$ cat src/rtl/art_pkg.sv
// package: register map, field layout and encodings of the aperture translator
package art_pkg;
   // register byte offsets
   localparam logic [7:0] OFS_BASE_LOW   = 8'h00;
   localparam logic [7:0] OFS_BASE_HIGH  = 8'h04;
   localparam logic [7:0] OFS_SIZE_SEL   = 8'h08;
   localparam logic [7:0] OFS_CONTROL    = 8'h0c;
   localparam logic [7:0] OFS_STATUS     = 8'h10;
   localparam logic [7:0] OFS_COMMAND    = 8'h14;
   localparam logic [7:0] OFS_PAGE_SEL   = 8'h18;
   localparam logic [7:0] OFS_TBL_LOW    = 8'h1c;
   localparam logic [7:0] OFS_TBL_HIGH   = 8'h20;
   localparam logic [7:0] OFS_ERR_FLAGS  = 8'h24;
   localparam logic [7:0] OFS_ERR_ADDR_L = 8'h28;
   localparam logic [7:0] OFS_ERR_ADDR_H = 8'h2c;
   localparam logic [7:0] OFS_HITS       = 8'h30;
   // control bits
   localparam int CTL_APER_EN  = 0;
   localparam int CTL_CACHE_EN = 1;
   // status bits (port_status)
   localparam int STA_WIDE_OK    = 0;
   localparam int STA_HTRANS_B   = 1;
   localparam int STA_ITA_COH    = 2;
   localparam int STA_ABOVE_4GB  = 3;
   localparam int STA_PAGES_LSB  = 8;
   // command bits (port_command)
   localparam int CMD_WIDE       = 0;
   // entry fields
   localparam int ENT_VALID = 0;
   localparam int ENT_COH   = 1;
   // table alignment mask
   localparam logic [31:0] TBL_ALIGN_MASK = 32'hfffff000;
   // aperture size select: code n means 4 MB << n, max code 8 (1 GB)
   localparam logic [3:0]  SIZE_MAX    = 4'h8;
   localparam int          SIZE_LOG2_0 = 22;
   // page select: 0 = 4 KB (reset), 1 = 64 KB, 2 = 4 MB
   localparam logic [1:0]  PG_4K       = 2'h0;
   localparam logic [1:0]  PG_64K      = 2'h1;
   localparam logic [1:0]  PG_4M       = 2'h2;
   localparam logic [2:0]  PG_SUPPORT  = 3'h7;
   localparam int          PG_LOG2_4K  = 12;
   localparam int          PG_LOG2_64K = 16;
   localparam int          PG_LOG2_4M  = 22;
   // entry size log2
   localparam logic [1:0]  M_NARROW = 2'h2;
   localparam logic [1:0]  M_WIDE   = 2'h3;
   // axi responses
   localparam logic [1:0]  RESP_OKAY   = 2'h0;
   localparam logic [1:0]  RESP_SLVERR = 2'h2;
   // translator states
   typedef enum logic [1:0] {
      ART_IDLE  = 2'b00,
      ART_FETCH = 2'b01,
      ART_WAIT  = 2'b11,
      ART_DONE  = 2'b10
   } art_state_t;
endpackage : art_pkg

$ cat src/rtl/art_top.sv
// aperture remapping translator with one-entry cache and axi4-lite registers
`timescale 1ns/1ns
module art_top (
   // clock and reset
   input  wire logic        clock,
   input  wire logic        rst_b,
   // axi4-lite slave
   input  wire logic [7:0]  s_axi_awaddr,
   input  wire logic        s_axi_awvalid,
   output logic             s_axi_awready,
   input  wire logic [31:0] s_axi_wdata,
   input  wire logic [3:0]  s_axi_wstrb,
   input  wire logic        s_axi_wvalid,
   output logic             s_axi_wready,
   output logic [1:0]       s_axi_bresp,
   output logic             s_axi_bvalid,
   input  wire logic        s_axi_bready,
   input  wire logic [7:0]  s_axi_araddr,
   input  wire logic        s_axi_arvalid,
   output logic             s_axi_arready,
   output logic [31:0]      s_axi_rdata,
   output logic [1:0]       s_axi_rresp,
   output logic             s_axi_rvalid,
   input  wire logic        s_axi_rready,
   // master access request
   input  wire logic        req_valid,
   output logic             req_ready,
   input  wire logic [63:0] req_addr,
   input  wire logic        req_write,
   // translated access out
   output logic             out_valid,
   output logic [63:0]      out_addr,
   output logic             out_write,
   output logic             out_coherent,
   output logic             out_cancel,
   // entry fetch from memory
   output logic             fetch_valid,
   output logic [63:0]      fetch_addr,
   input  wire logic        fetch_done,
   input  wire logic [63:0] fetch_data,
   // host alert
   output logic             error_alert
);
   //////////////////////////////////////////////////////////////////////////
   typedef struct packed {
      logic                aw_got;
      logic [7:0]          aw_addr;
      logic                w_got;
      logic [31:0]         w_data;
      logic [3:0]          w_strb;
      logic                bvalid;
      logic [1:0]          bresp;
      logic                rvalid;
      logic [31:0]         rdata;
      logic [1:0]          rresp;
      logic [31:0]         base_lo;
      logic [31:0]         base_hi;
      logic [3:0]          size_sel;
      logic                aper_en;
      logic                cache_en;
      logic                wide;
      logic [1:0]          pg_sel;
      logic [31:0]         tbl_lo;
      logic [31:0]         tbl_hi;
      logic                err;
      logic [63:0]         err_addr;
      logic [31:0]         hits;
      art_pkg::art_state_t st;
      logic [63:0]         cur_addr;
      logic                cur_write;
      logic [63:0]         cur_ent_addr;
      logic                c_valid;
      logic [63:0]         c_tag;
      logic [63:0]         c_data;
      logic                o_valid;
      logic [63:0]         o_addr;
      logic                o_write;
      logic                o_coh;
      logic                o_cancel;
      logic                f_valid;
      logic                alert;
   } art_state_s_t;

   art_state_s_t q, d;

   // page size log2 from selector
   function automatic logic [5:0] pg_log2(input logic [1:0] sel);
      unique case (sel)
         art_pkg::PG_64K: pg_log2 = 6'(art_pkg::PG_LOG2_64K);
         art_pkg::PG_4M:  pg_log2 = 6'(art_pkg::PG_LOG2_4M);
         default:         pg_log2 = 6'(art_pkg::PG_LOG2_4K);
      endcase
   endfunction : pg_log2

   // aperture mask of low bits forced to zero
   function automatic logic [63:0] size_mask(input logic [3:0] sel);
      logic [3:0] s;
      s = (sel > art_pkg::SIZE_MAX) ? art_pkg::SIZE_MAX : sel;
      size_mask = (64'h1 << (6'(art_pkg::SIZE_LOG2_0) + 6'(s))) - 64'h1;
   endfunction : size_mask

   // frame number from entry
   function automatic logic [63:0] entry_frame(input logic [63:0] e, input logic wd);
      entry_frame = {4'h0, (wd ? e[63:32] : 32'h0), e[11:4], e[31:12]};
   endfunction : entry_frame

   //////////////////////////////////////////////////////////////////////////
   logic [63:0] aper_base;
   logic [63:0] amask;
   logic [63:0] tbl_start;
   logic [63:0] offs;
   logic [63:0] ent_addr;
   logic        in_aper;
   logic [5:0]  plog;
   logic [63:0] frame;
   logic [63:0] ent_use;

   always_comb begin
      amask     = size_mask(q.size_sel);
      aper_base = {q.base_hi, q.base_lo} & ~amask;
      tbl_start = {q.tbl_hi, 32'h0} + {32'h0, q.tbl_lo & art_pkg::TBL_ALIGN_MASK};
      plog      = pg_log2(q.pg_sel);
      offs      = req_addr - aper_base;
      in_aper   = q.aper_en && ((req_addr & ~amask) == aper_base);
      ent_addr  = tbl_start + ((offs >> plog) << (q.wide ? art_pkg::M_WIDE
                                                          : art_pkg::M_NARROW));
      ent_use   = q.c_data;
      frame     = entry_frame(ent_use, q.wide);
   end

   //////////////////////////////////////////////////////////////////////////
   logic [31:0] rd_val;
   logic [31:0] wmask;
   logic        w_hit;

   always_comb begin
      d = q;
      d.alert = 1'b0;
      d.o_valid = 1'b0;
      // register write
      if (s_axi_awvalid && !q.aw_got) begin
         d.aw_got  = 1'b1;
         d.aw_addr = s_axi_awaddr;
      end
      if (s_axi_wvalid && !q.w_got) begin
         d.w_got  = 1'b1;
         d.w_data = s_axi_wdata;
         d.w_strb = s_axi_wstrb;
      end
      for (int i = 0; i < 4; i++) begin
         wmask[i*8 +: 8] = {8{q.w_strb[i]}};
      end
      w_hit = 1'b1;
      if (q.aw_got && q.w_got && !q.bvalid) begin
         d.aw_got = 1'b0;
         d.w_got  = 1'b0;
         d.bvalid = 1'b1;
         d.bresp  = art_pkg::RESP_OKAY;
         unique case (q.aw_addr)
            art_pkg::OFS_BASE_LOW:  d.base_lo = (q.base_lo & ~wmask) | (q.w_data & wmask);
            art_pkg::OFS_BASE_HIGH: d.base_hi = (q.base_hi & ~wmask) | (q.w_data & wmask);
            art_pkg::OFS_SIZE_SEL:  if (q.w_strb[0]) d.size_sel = q.w_data[3:0];
            art_pkg::OFS_CONTROL: begin
               if (q.w_strb[0]) begin
                  d.aper_en  = q.w_data[art_pkg::CTL_APER_EN];
                  d.cache_en = q.w_data[art_pkg::CTL_CACHE_EN];
               end
            end
            art_pkg::OFS_COMMAND:   if (q.w_strb[0]) d.wide = q.w_data[art_pkg::CMD_WIDE];
            art_pkg::OFS_PAGE_SEL: begin
               if (q.w_strb[0] && q.w_data[1:0] <= art_pkg::PG_4M)
                  d.pg_sel = q.w_data[1:0];
            end
            art_pkg::OFS_TBL_LOW:   d.tbl_lo = (q.tbl_lo & ~wmask) | (q.w_data & wmask);
            art_pkg::OFS_TBL_HIGH:  d.tbl_hi = (q.tbl_hi & ~wmask) | (q.w_data & wmask);
            art_pkg::OFS_ERR_FLAGS: if (q.w_strb[0] && q.w_data[0]) d.err = 1'b0;
            art_pkg::OFS_STATUS, art_pkg::OFS_ERR_ADDR_L, art_pkg::OFS_ERR_ADDR_H,
            art_pkg::OFS_HITS: ;
            default: w_hit = 1'b0;
         endcase
         if (!w_hit)
            d.bresp = art_pkg::RESP_SLVERR;
      end
      if (q.bvalid && s_axi_bready)
         d.bvalid = 1'b0;
      // register read
      rd_val = 32'h0;
      unique case (s_axi_araddr)
         art_pkg::OFS_BASE_LOW:   rd_val = aper_base[31:0];
         art_pkg::OFS_BASE_HIGH:  rd_val = aper_base[63:32];
         art_pkg::OFS_SIZE_SEL:   rd_val = {28'h0, q.size_sel};
         art_pkg::OFS_CONTROL:    rd_val = {30'h0, q.cache_en, q.aper_en};
         art_pkg::OFS_STATUS: begin
            rd_val[art_pkg::STA_WIDE_OK]   = 1'b1;
            rd_val[art_pkg::STA_HTRANS_B]  = 1'b1;
            rd_val[art_pkg::STA_ITA_COH]   = 1'b1;
            rd_val[art_pkg::STA_ABOVE_4GB] = 1'b1;
            rd_val[art_pkg::STA_PAGES_LSB +: 3] = art_pkg::PG_SUPPORT;
         end
         art_pkg::OFS_COMMAND:    rd_val = {31'h0, q.wide};
         art_pkg::OFS_PAGE_SEL:   rd_val = {30'h0, q.pg_sel};
         art_pkg::OFS_TBL_LOW:    rd_val = q.tbl_lo & art_pkg::TBL_ALIGN_MASK;
         art_pkg::OFS_TBL_HIGH:   rd_val = q.tbl_hi;
         art_pkg::OFS_ERR_FLAGS:  rd_val = {31'h0, q.err};
         art_pkg::OFS_ERR_ADDR_L: rd_val = q.err_addr[31:0];
         art_pkg::OFS_ERR_ADDR_H: rd_val = q.err_addr[63:32];
         art_pkg::OFS_HITS:       rd_val = q.hits;
         default:                 rd_val = 32'h0;
      endcase
      if (s_axi_arvalid && !q.rvalid) begin
         d.rvalid = 1'b1;
         d.rdata  = rd_val;
         d.rresp  = (s_axi_araddr <= art_pkg::OFS_HITS && s_axi_araddr[1:0] == 2'h0)
                    ? art_pkg::RESP_OKAY : art_pkg::RESP_SLVERR;
      end else if (q.rvalid && s_axi_rready) begin
         d.rvalid = 1'b0;
      end
      // cache dropped while disabled
      if (!q.cache_en)
         d.c_valid = 1'b0;
      // translation engine
      unique case (q.st)
         art_pkg::ART_IDLE: begin
            if (req_valid) begin
               d.cur_addr  = req_addr;
               d.cur_write = req_write;
               if (in_aper) begin
                  d.cur_ent_addr = ent_addr;
                  if (q.cache_en && q.c_valid && q.c_tag == ent_addr) begin
                     d.st   = art_pkg::ART_DONE;
                     d.hits = q.hits + 32'h1;
                  end else begin
                     d.st      = art_pkg::ART_FETCH;
                     d.f_valid = 1'b1;
                  end
               end else begin
                  d.o_valid  = 1'b1;
                  d.o_addr   = req_addr;
                  d.o_write  = req_write;
                  d.o_coh    = 1'b1;
                  d.o_cancel = 1'b0;
               end
            end
         end
         art_pkg::ART_FETCH, art_pkg::ART_WAIT: begin
            d.st = art_pkg::ART_WAIT;
            if (fetch_done) begin
               d.f_valid = 1'b0;
               d.c_data  = fetch_data;
               d.c_tag   = q.cur_ent_addr;
               d.c_valid = q.cache_en;
               d.st      = art_pkg::ART_DONE;
            end
         end
         art_pkg::ART_DONE: begin
            d.st      = art_pkg::ART_IDLE;
            d.o_valid = 1'b1;
            d.o_write = q.cur_write;
            d.o_addr  = (frame << plog) | (q.cur_addr & ((64'h1 << plog) - 64'h1));
            // coherency on translated address
            d.o_coh    = ent_use[art_pkg::ENT_COH] & 1'b1;
            d.o_cancel = 1'b0;
            if (!ent_use[art_pkg::ENT_VALID]) begin
               d.o_cancel = 1'b1;
               d.o_addr   = 64'h0;
               d.err      = 1'b1;
               d.err_addr = q.cur_ent_addr;
               d.alert    = 1'b1;
               d.c_valid  = 1'b0;
            end
         end
      endcase
      if (!rst_b) begin
         d = '0;
         d.st     = art_pkg::ART_IDLE;
         d.pg_sel = art_pkg::PG_4K;
      end
   end

   always_ff @(posedge clock) begin
      q <= d;
   end

   //////////////////////////////////////////////////////////////////////////
   assign s_axi_awready = !q.aw_got;
   assign s_axi_wready  = !q.w_got;
   assign s_axi_bvalid  = q.bvalid;
   assign s_axi_bresp   = q.bresp;
   assign s_axi_arready = !q.rvalid;
   assign s_axi_rvalid  = q.rvalid;
   assign s_axi_rdata   = q.rdata;
   assign s_axi_rresp   = q.rresp;
   assign req_ready     = (q.st == art_pkg::ART_IDLE);
   assign out_valid     = q.o_valid;
   assign out_addr      = q.o_addr;
   assign out_write     = q.o_write;
   assign out_coherent  = q.o_coh;
   assign out_cancel    = q.o_cancel;
   assign fetch_valid   = q.f_valid;
   assign fetch_addr    = q.cur_ent_addr;
   assign error_alert   = q.alert;
endmodule : art_top

$ cat config.mk
export PLATFORM = sky130hd
export DESIGN_NAME = art_top
export DESIGN_NICKNAME = d
export VERILOG_FILES = /design/src/rtl/art_pkg.sv /design/src/rtl/art_top.sv
export SDC_FILE = /design/constraint.sdc
export NUM_CORES = 2
export LEC_CHECK = 0
export BUFFER_PORTS_ARGS = -buffer_cell sky130_fd_sc_hd__buf_2
export CAP_MARGIN = 10
export CORE_ASPECT_RATIO = 1.1
export CORE_MARGIN = 3
export CORE_UTILIZATION = 45
export CTS_CLUSTER_DIAMETER = 120
export DETAILED_ROUTE_END_ITERATION = 10
export MAX_ROUTING_LAYER = met4
export PLACE_DENSITY = 0.65
export RECOVER_POWER = 25
export SYNTH_ARGS = -nofsm -noshare
export SYNTH_HDL_FRONTEND = slang
export SYNTH_SLANG_ARGS = --single-unit
$ cat constraint.sdc
create_clock -name clock -period 10.5 [get_ports clock]
set_input_delay 1.05 -clock clock [delete_from_list [all_inputs] [get_ports clock]]
set_output_delay 1.05 -clock clock [all_outputs]
set_load 0.02 [all_outputs]
# After elaboration in Yosys (flattened, before gate mapping)
# Index checks and enable logic that the tools add are counted.
[word_totals]
regBits = 648
latchBits = 0
mem_bits_rw = 0
mem_bits_ro = 0
input_bits = 190
memories = 0
[op_classes]
add_sub_neg = 7
mul = 0
div = 0
n_lt_le_gt_ge = 3
n_eq_ne = 36
n_shift = 5
n_mux = 38
bitwise = 17
reduce_logical = 45
[op_table]
columns = ["operator", "n"]
rows = [
  ["64-bit bitwise AND", 3],
  ["32-bit bitwise AND", 5],
  ["21-bit one-hot mux with 7 select lines", 1],
  ["68-bit one-hot mux with 2 select lines", 1],
  ["131-bit 2-to-1 mux", 1],
  ["65-bit 2-to-1 mux", 2],
  ["129-bit 2-to-1 mux", 1],
  ["64-bit == test", 2],
  ["64-bit 2-to-1 mux", 2],
  ["32-bit OR", 4],
  ["64-bit by 1-bit subtractor with 64-bit output (second input constant)", 2],
  ["8-bit by 6-bit == test with 1-bit output (second input constant)", 10],
  ["69-bit 2-to-1 mux", 1],
  ["68-bit 2-to-1 mux", 1],
  ["64-bit by 32-bit adder with 64-bit output", 1],
  ["64-bit adder", 1],
  ["8-bit by 5-bit == test with 1-bit output (second input constant)", 8],
  ["64-bit inverter", 1],
  ["64-bit OR", 1],
  ["1-bit by 5-bit left shift with 64-bit output (first input constant)", 1],
  ["1-bit by 6-bit left shift with 64-bit output (first input constant)", 1],
  ["60-bit by 5-bit left shift with 64-bit output", 1],
  ["64-bit by 2-bit left shift with 64-bit output", 1],
  ["64-bit by 6-bit right shift with 64-bit output", 1],
  ["other kinds (35)", 98],
]

# Depth between registers and ports, before layout
[logic_depth]
word_depth = 17
ltp_mapped = 50
depth_no_buf = 40

# Worst setup path after synthesis
# Ideal clock, no wire load.
[synth_timing]
path_type = "reg-to-reg"
startpoint = "register q[497] (netlist bit)"
endpoint = "register q[352] (netlist bit)"
setup_ns = 0.070
arrival_ns = 9.908
required_time_ns = 10.430
setup_slack_ns = 0.522
path_stages_with_launch = 44
path_buffers = 6
period_less_slack_ns = 9.978
cell_sequence = "dfxtp_1 -> clkbuf_1 -> and2b_1 -> inv_2 -> ha_1 -> clkbuf_1 -> inv_1 -> or3_1 -> a21oi_1 -> o21ai_0 -> inv_1 -> nand2_1 -> ha_1 -> clkbuf_1 -> a21oi_1 -> o21ai_1 -> a21oi_1 -> o221ai_1 -> (+8 left out) -> ha_1 -> clkbuf_1 -> nand4_1 -> nor4_1 -> inv_1 -> o31ai_1 -> o21ai_0 -> o21a_1 -> o21ai_1 -> xor2_1 -> xor2_1 -> or4_1 -> or4_1 -> or4b_1 -> buf_2 -> buf_6 -> or4_1 -> a21oi_1"
[synth_via]
elab_chain_len = 14
[synth_rtl]
columns = ["item", "line", "source"]
rows = [
  ["start: declaration", "art_top.sv:84", "art_state_s_t q, d;"],
  ["start signal: assignment", "art_top.sv:281", "q <= d;"],
  ["4-bit greater-than comparator", "art_top.sv:98", "s = (sel > art_pkg::SIZE_MAX) ? art_pkg::SIZE_MAX : sel;"],
  ["4-bit 2-to-1 mux (*)", "art_top.sv:98", ""],
  ["5-bit by 4-bit adder with 6-bit output (*)", "art_top.sv:99", "size_mask = (64'h1 << (6'(art_pkg::SIZE_LOG2_0) + 6'(s))) - 64'h1;"],
  ["1-bit by 6-bit left shift with 64-bit output (*)", "art_top.sv:99", ""],
  ["64-bit by 1-bit subtractor with 64-bit output (*)", "art_top.sv:99", ""],
  ["64-bit inverter (*)", "art_top.sv:120, art_top.sv:124", ""],
  ["64-bit bitwise AND", "art_top.sv:120", "aper_base = {q.base_hi, q.base_lo} & ~amask;"],
  ["64-bit subtractor", "art_top.sv:123", "offs = req_addr - aper_base;"],
  ["64-bit by 6-bit right shift with 64-bit output", "art_top.sv:125", "ent_addr = tbl_start + ((offs >> plog) << (q.wide ? art_pkg::M_WIDE"],
  ["64-bit by 2-bit left shift with 64-bit output", "art_top.sv:125", ""],
  ["64-bit adder", "art_top.sv:125", ""],
  ["64-bit == test", "art_top.sv:229", "if (q.cache_en && q.c_valid && q.c_tag == ent_addr) begin"],
  ["1-bit logical AND", "art_top.sv:229", ""],
  ["4-bit AND reduction (no source line) (*)", "n/a", ""],
]
# Mark *: on every way between the ends. The rest lies on a longest branch, timed or not.
# A chain may end at the register's enable or synchronous reset.

# Worst setup path in the final report
[layout_timing]
startpoint = "register q[499] (netlist bit)"
endpoint = "register q[360] (netlist bit)"
# The elaborated chain is that of the path after synthesis.

==> impl_metrics.yaml <==
setup_path:
  end_kind: "flip-flop"
  worst_r2r_endpoint: "q[360]"
  slowest_stage: "or4_4"
  r2r_slack_ns: 0.32
  slowest_delay_ns: 0.56
  critPathKind: "reg -> reg"
  startpoint_type: "flip-flop"
  cp.required_ns: 11.10
  r2r_start: "q[499]"
  path_max_fanout: 51
  crit_arrival_ns: 10.78
  worstRegToRegCells: 41
route:
  drt_iter0_markers: 4831
  vias_per_cell: 6.135
  via_count: 43230
  routedWlPerCell_microns: 27.51
  remaining_drc_errors: 0
  drt_wl_total_microns: 193900
  drtPass1Iterations: 7
  ant_nets: 0
timing:
  fmax_mhz: 98.25
  finalSetupViolations: 0
  hold_viol: 0
  finalClockSkew_ns: 0.06893
  worstMarginPinSlew_ns: 3.818
  fin_crit_ns: 10.18
  fin_crit_sh_pct: 96.93
  worst_slack_ns: 0.3221
  relSlewSlack_pct: -154.5
  slew_violations: 88
floorplan:
  core_sq_um: 86670
  initial_core_util_pct: 45.63
  ios: 366
  die_area_sq_um: 91480
  fp.dieH_microns: 316.9
  fp.dieW_microns: 288.7
  placementRows: 113
clock_network:
  clk_pin_slew_ns: 0.06
  clock-sinks: 600
  cts_buffer_depth: 3
  insertion_delay_ns: 0.67
  cts-hold-fix-buffers: 0
  clockRootBuffer: "clkbuf_16"
  htreeDepth: 3
  cts_tree: "yes"
  cts_made_buffers: 69
synthesis:
  synth_top_cells_by_count: "956 x nand2_1, 629 x a21oi_1, 600 x dfxtp_1"
  synth_area_leader_cell: "dfxtp_1"
  synth_edf_count: 0
  synth_top_area_share_pct: 30.37
  syn_area_sq_um: 39550
  avgSynthCellArea_sq_um: 7.516
  yosysUniqueCellTypes: 100
  ys.flop_type: "dfxtp_1"
  yosysSeqAreaShare_pct: 30.37
  synth_area_leaders: "dfxtp_1 30%, nand2_1 9.1%, a21oi_1 8.0%"
  ys_seq_elements: 600
  yosysMostFrequentCell: "nand2_1"
  syn_inst: 5262
  synthArstFlopShare_pct: 0
  synth-warning-count: 0
layout:
  design_area_sq_um: 48110
  final_core_util_pct: 55.52
  fin_nets: 6171
  final_layout_size_suffix_gt1_share_pct: 20.43
  fillCellCount: 8526
  syn_to_final_growth_pct: 21.66
placed_design:
  dp_hpwl_microns: 151700
  dpl_cell_area_sq_um: 45240
  port_buffers: 355
  gp_congestion: 1.041
  pre_cts_slack_ns: -0.2116
run_status:
  violations: "max-capacitance violations, max-slew violations"
  outcome: "finished, violations left"
pwr:
  ir_drop_uv: 124.8
  total_power_mw: 5.963
  power_density_nw_per_um2: 123.9
  p_leak_nw: 19.25
min_path:
  worstHoldPathCells: 2
  hold_class: "reg -> reg"
  hold_start: "q[410]"
  hold_path_end: "q[410]"
grt:
  grt_max_degree: 206
  grt.overflow.total: 0
  grt_pass1_wl_microns: 271000
  antenna_found_initial: 4
  grt_pass1_vias: 39410
  grt_util_all_layers_pct: 41.75
flow_run:
  cap_violations: 2
==> cells by family after synthesis <==
family / Yosys count / synth area share (%)
AND/OR/NAND/NOR: 1980 / 22.02
AO/OA/AOI/OAI: 1452 / 23.50
buffers and inverters: 619 / 7.514
flip-flops: 600 / 30.37
multiplexers: 274 / 7.542
XOR/XNOR: 194 / 4.559
adder cells (fa/ha/maj): 141 / 4.480
other: 2 / 0.01899
==> stage by stage <==
step / TNS (ns) / cells / hold WS (ns)
2_1_floorplan: 0 / 5281 / 0.4323
3_3_place_gp: -4.570 / 6902 / 0.4353
3_5_place_dp: -5.649 / 6902 / 0.4376
4_1_cts: 0 / 7028 / 0.4479
5_1_grt: -0.6128 / 7045 / 0.4716
6_report: 0 / 7046 / 0.4520
==> how the worst max path moves through the flow <==
stage | endpoint | depth (start not counted) | startpoint | slack, ns
6_report | q[360] | 41 | q[499] | 0.32
5_1_grt | q[360] | 45 | q[499] | -0.06
4_1_cts | q[360] | 46 | q[499] | 0.01
3_5_place_dp | q[359] | 42 | q[499] | -0.21
3_3_place_gp | q[354] | 42 | q[499] | -0.17
2_1_floorplan | q[352] | 43 | q[497] | 0.52
==> power breakdown <==
group / internal (mW) / switching (mW)
registers: 2.31 / 0.0468
clock network: 1.40 / 1.09
logic: 0.453 / 0.663
total: 4.16 / 1.80
==> repair_timing <==
action,in CTS,in global routing
pin swaps,4,26
endpoints found under the setup margin,30,35
gates resized for setup,16,125
buffers inserted,2,14
==> cells in the final DEF, fill, tap and decap left out, types with 21 or more instances in the layout <==
cell	synthesis	routed
nand4_1	63	63
xnor2_1	94	90
mux2i_1	226	222
a222oi_1	66	66
or3_1	31	31
a221oi_1	27	26
clkbuf_16	0	69
o31ai_1	36	33
nand2_1	956	949
o22ai_1	30	30
o21ai_0	177	159
a211oi_1	35	30
a21o_1	57	57
a22oi_1	81	79
buf_2	8	219
conb_1	2	21
nor2_1	463	452
xor2_1	92	87
clkbuf_1	324	155
and3_1	35	34
and2_1	35	33
nand2b_1	40	38
a31oi_1	43	39
o21a_1	28	28
a21oi_1	629	611
nand3_1	154	153
or4_1	34	33
nor3_1	60	53
ha_1	140	129
dfxtp_1	600	598
buf_4	166	656
mux2_2	32	32
inv_1	84	81
o211ai_1	36	36
o21ai_1	14	24
==> final cells by class <==
cell class                      count  area, sq um  area share, %
Antenna cell                        3        7.507        0.01560
Sequential cell                   600        12020          24.97
Clock buffer                      100         1993          4.143
Inverter                           86        330.3         0.6865
Tap cell                         1150         1439          2.991
Timing Repair Buffer             1021         6674          13.87
Multi-Input combinational cell   4062        25310          52.61
Clock inverter                     24        341.6         0.7099
==> worst max-delay path: cells and delay by family, from the launching register on <==
family | cells | cell delay [ns]
simple gates | 16 | 4.55
compound gates | 12 | 2.19
fa+ha+maj | 4 | 1.13
mux | 2 | 0.82
buf+inv | 6 | 0.79
flops | 1 | 0.36
xor+xnor | 1 | 0.22
==> per-layer routing <==
layer,track usage [%],vias to the layer above,part of all wire [%]
met5,-,-,0
met4,32.45,0,9.6
met3,6.624,562,8.2
met2,62.54,2159,43
met1,50.16,20690,39
li1,-,19820,-
Power figures use the tool's default switching activity.
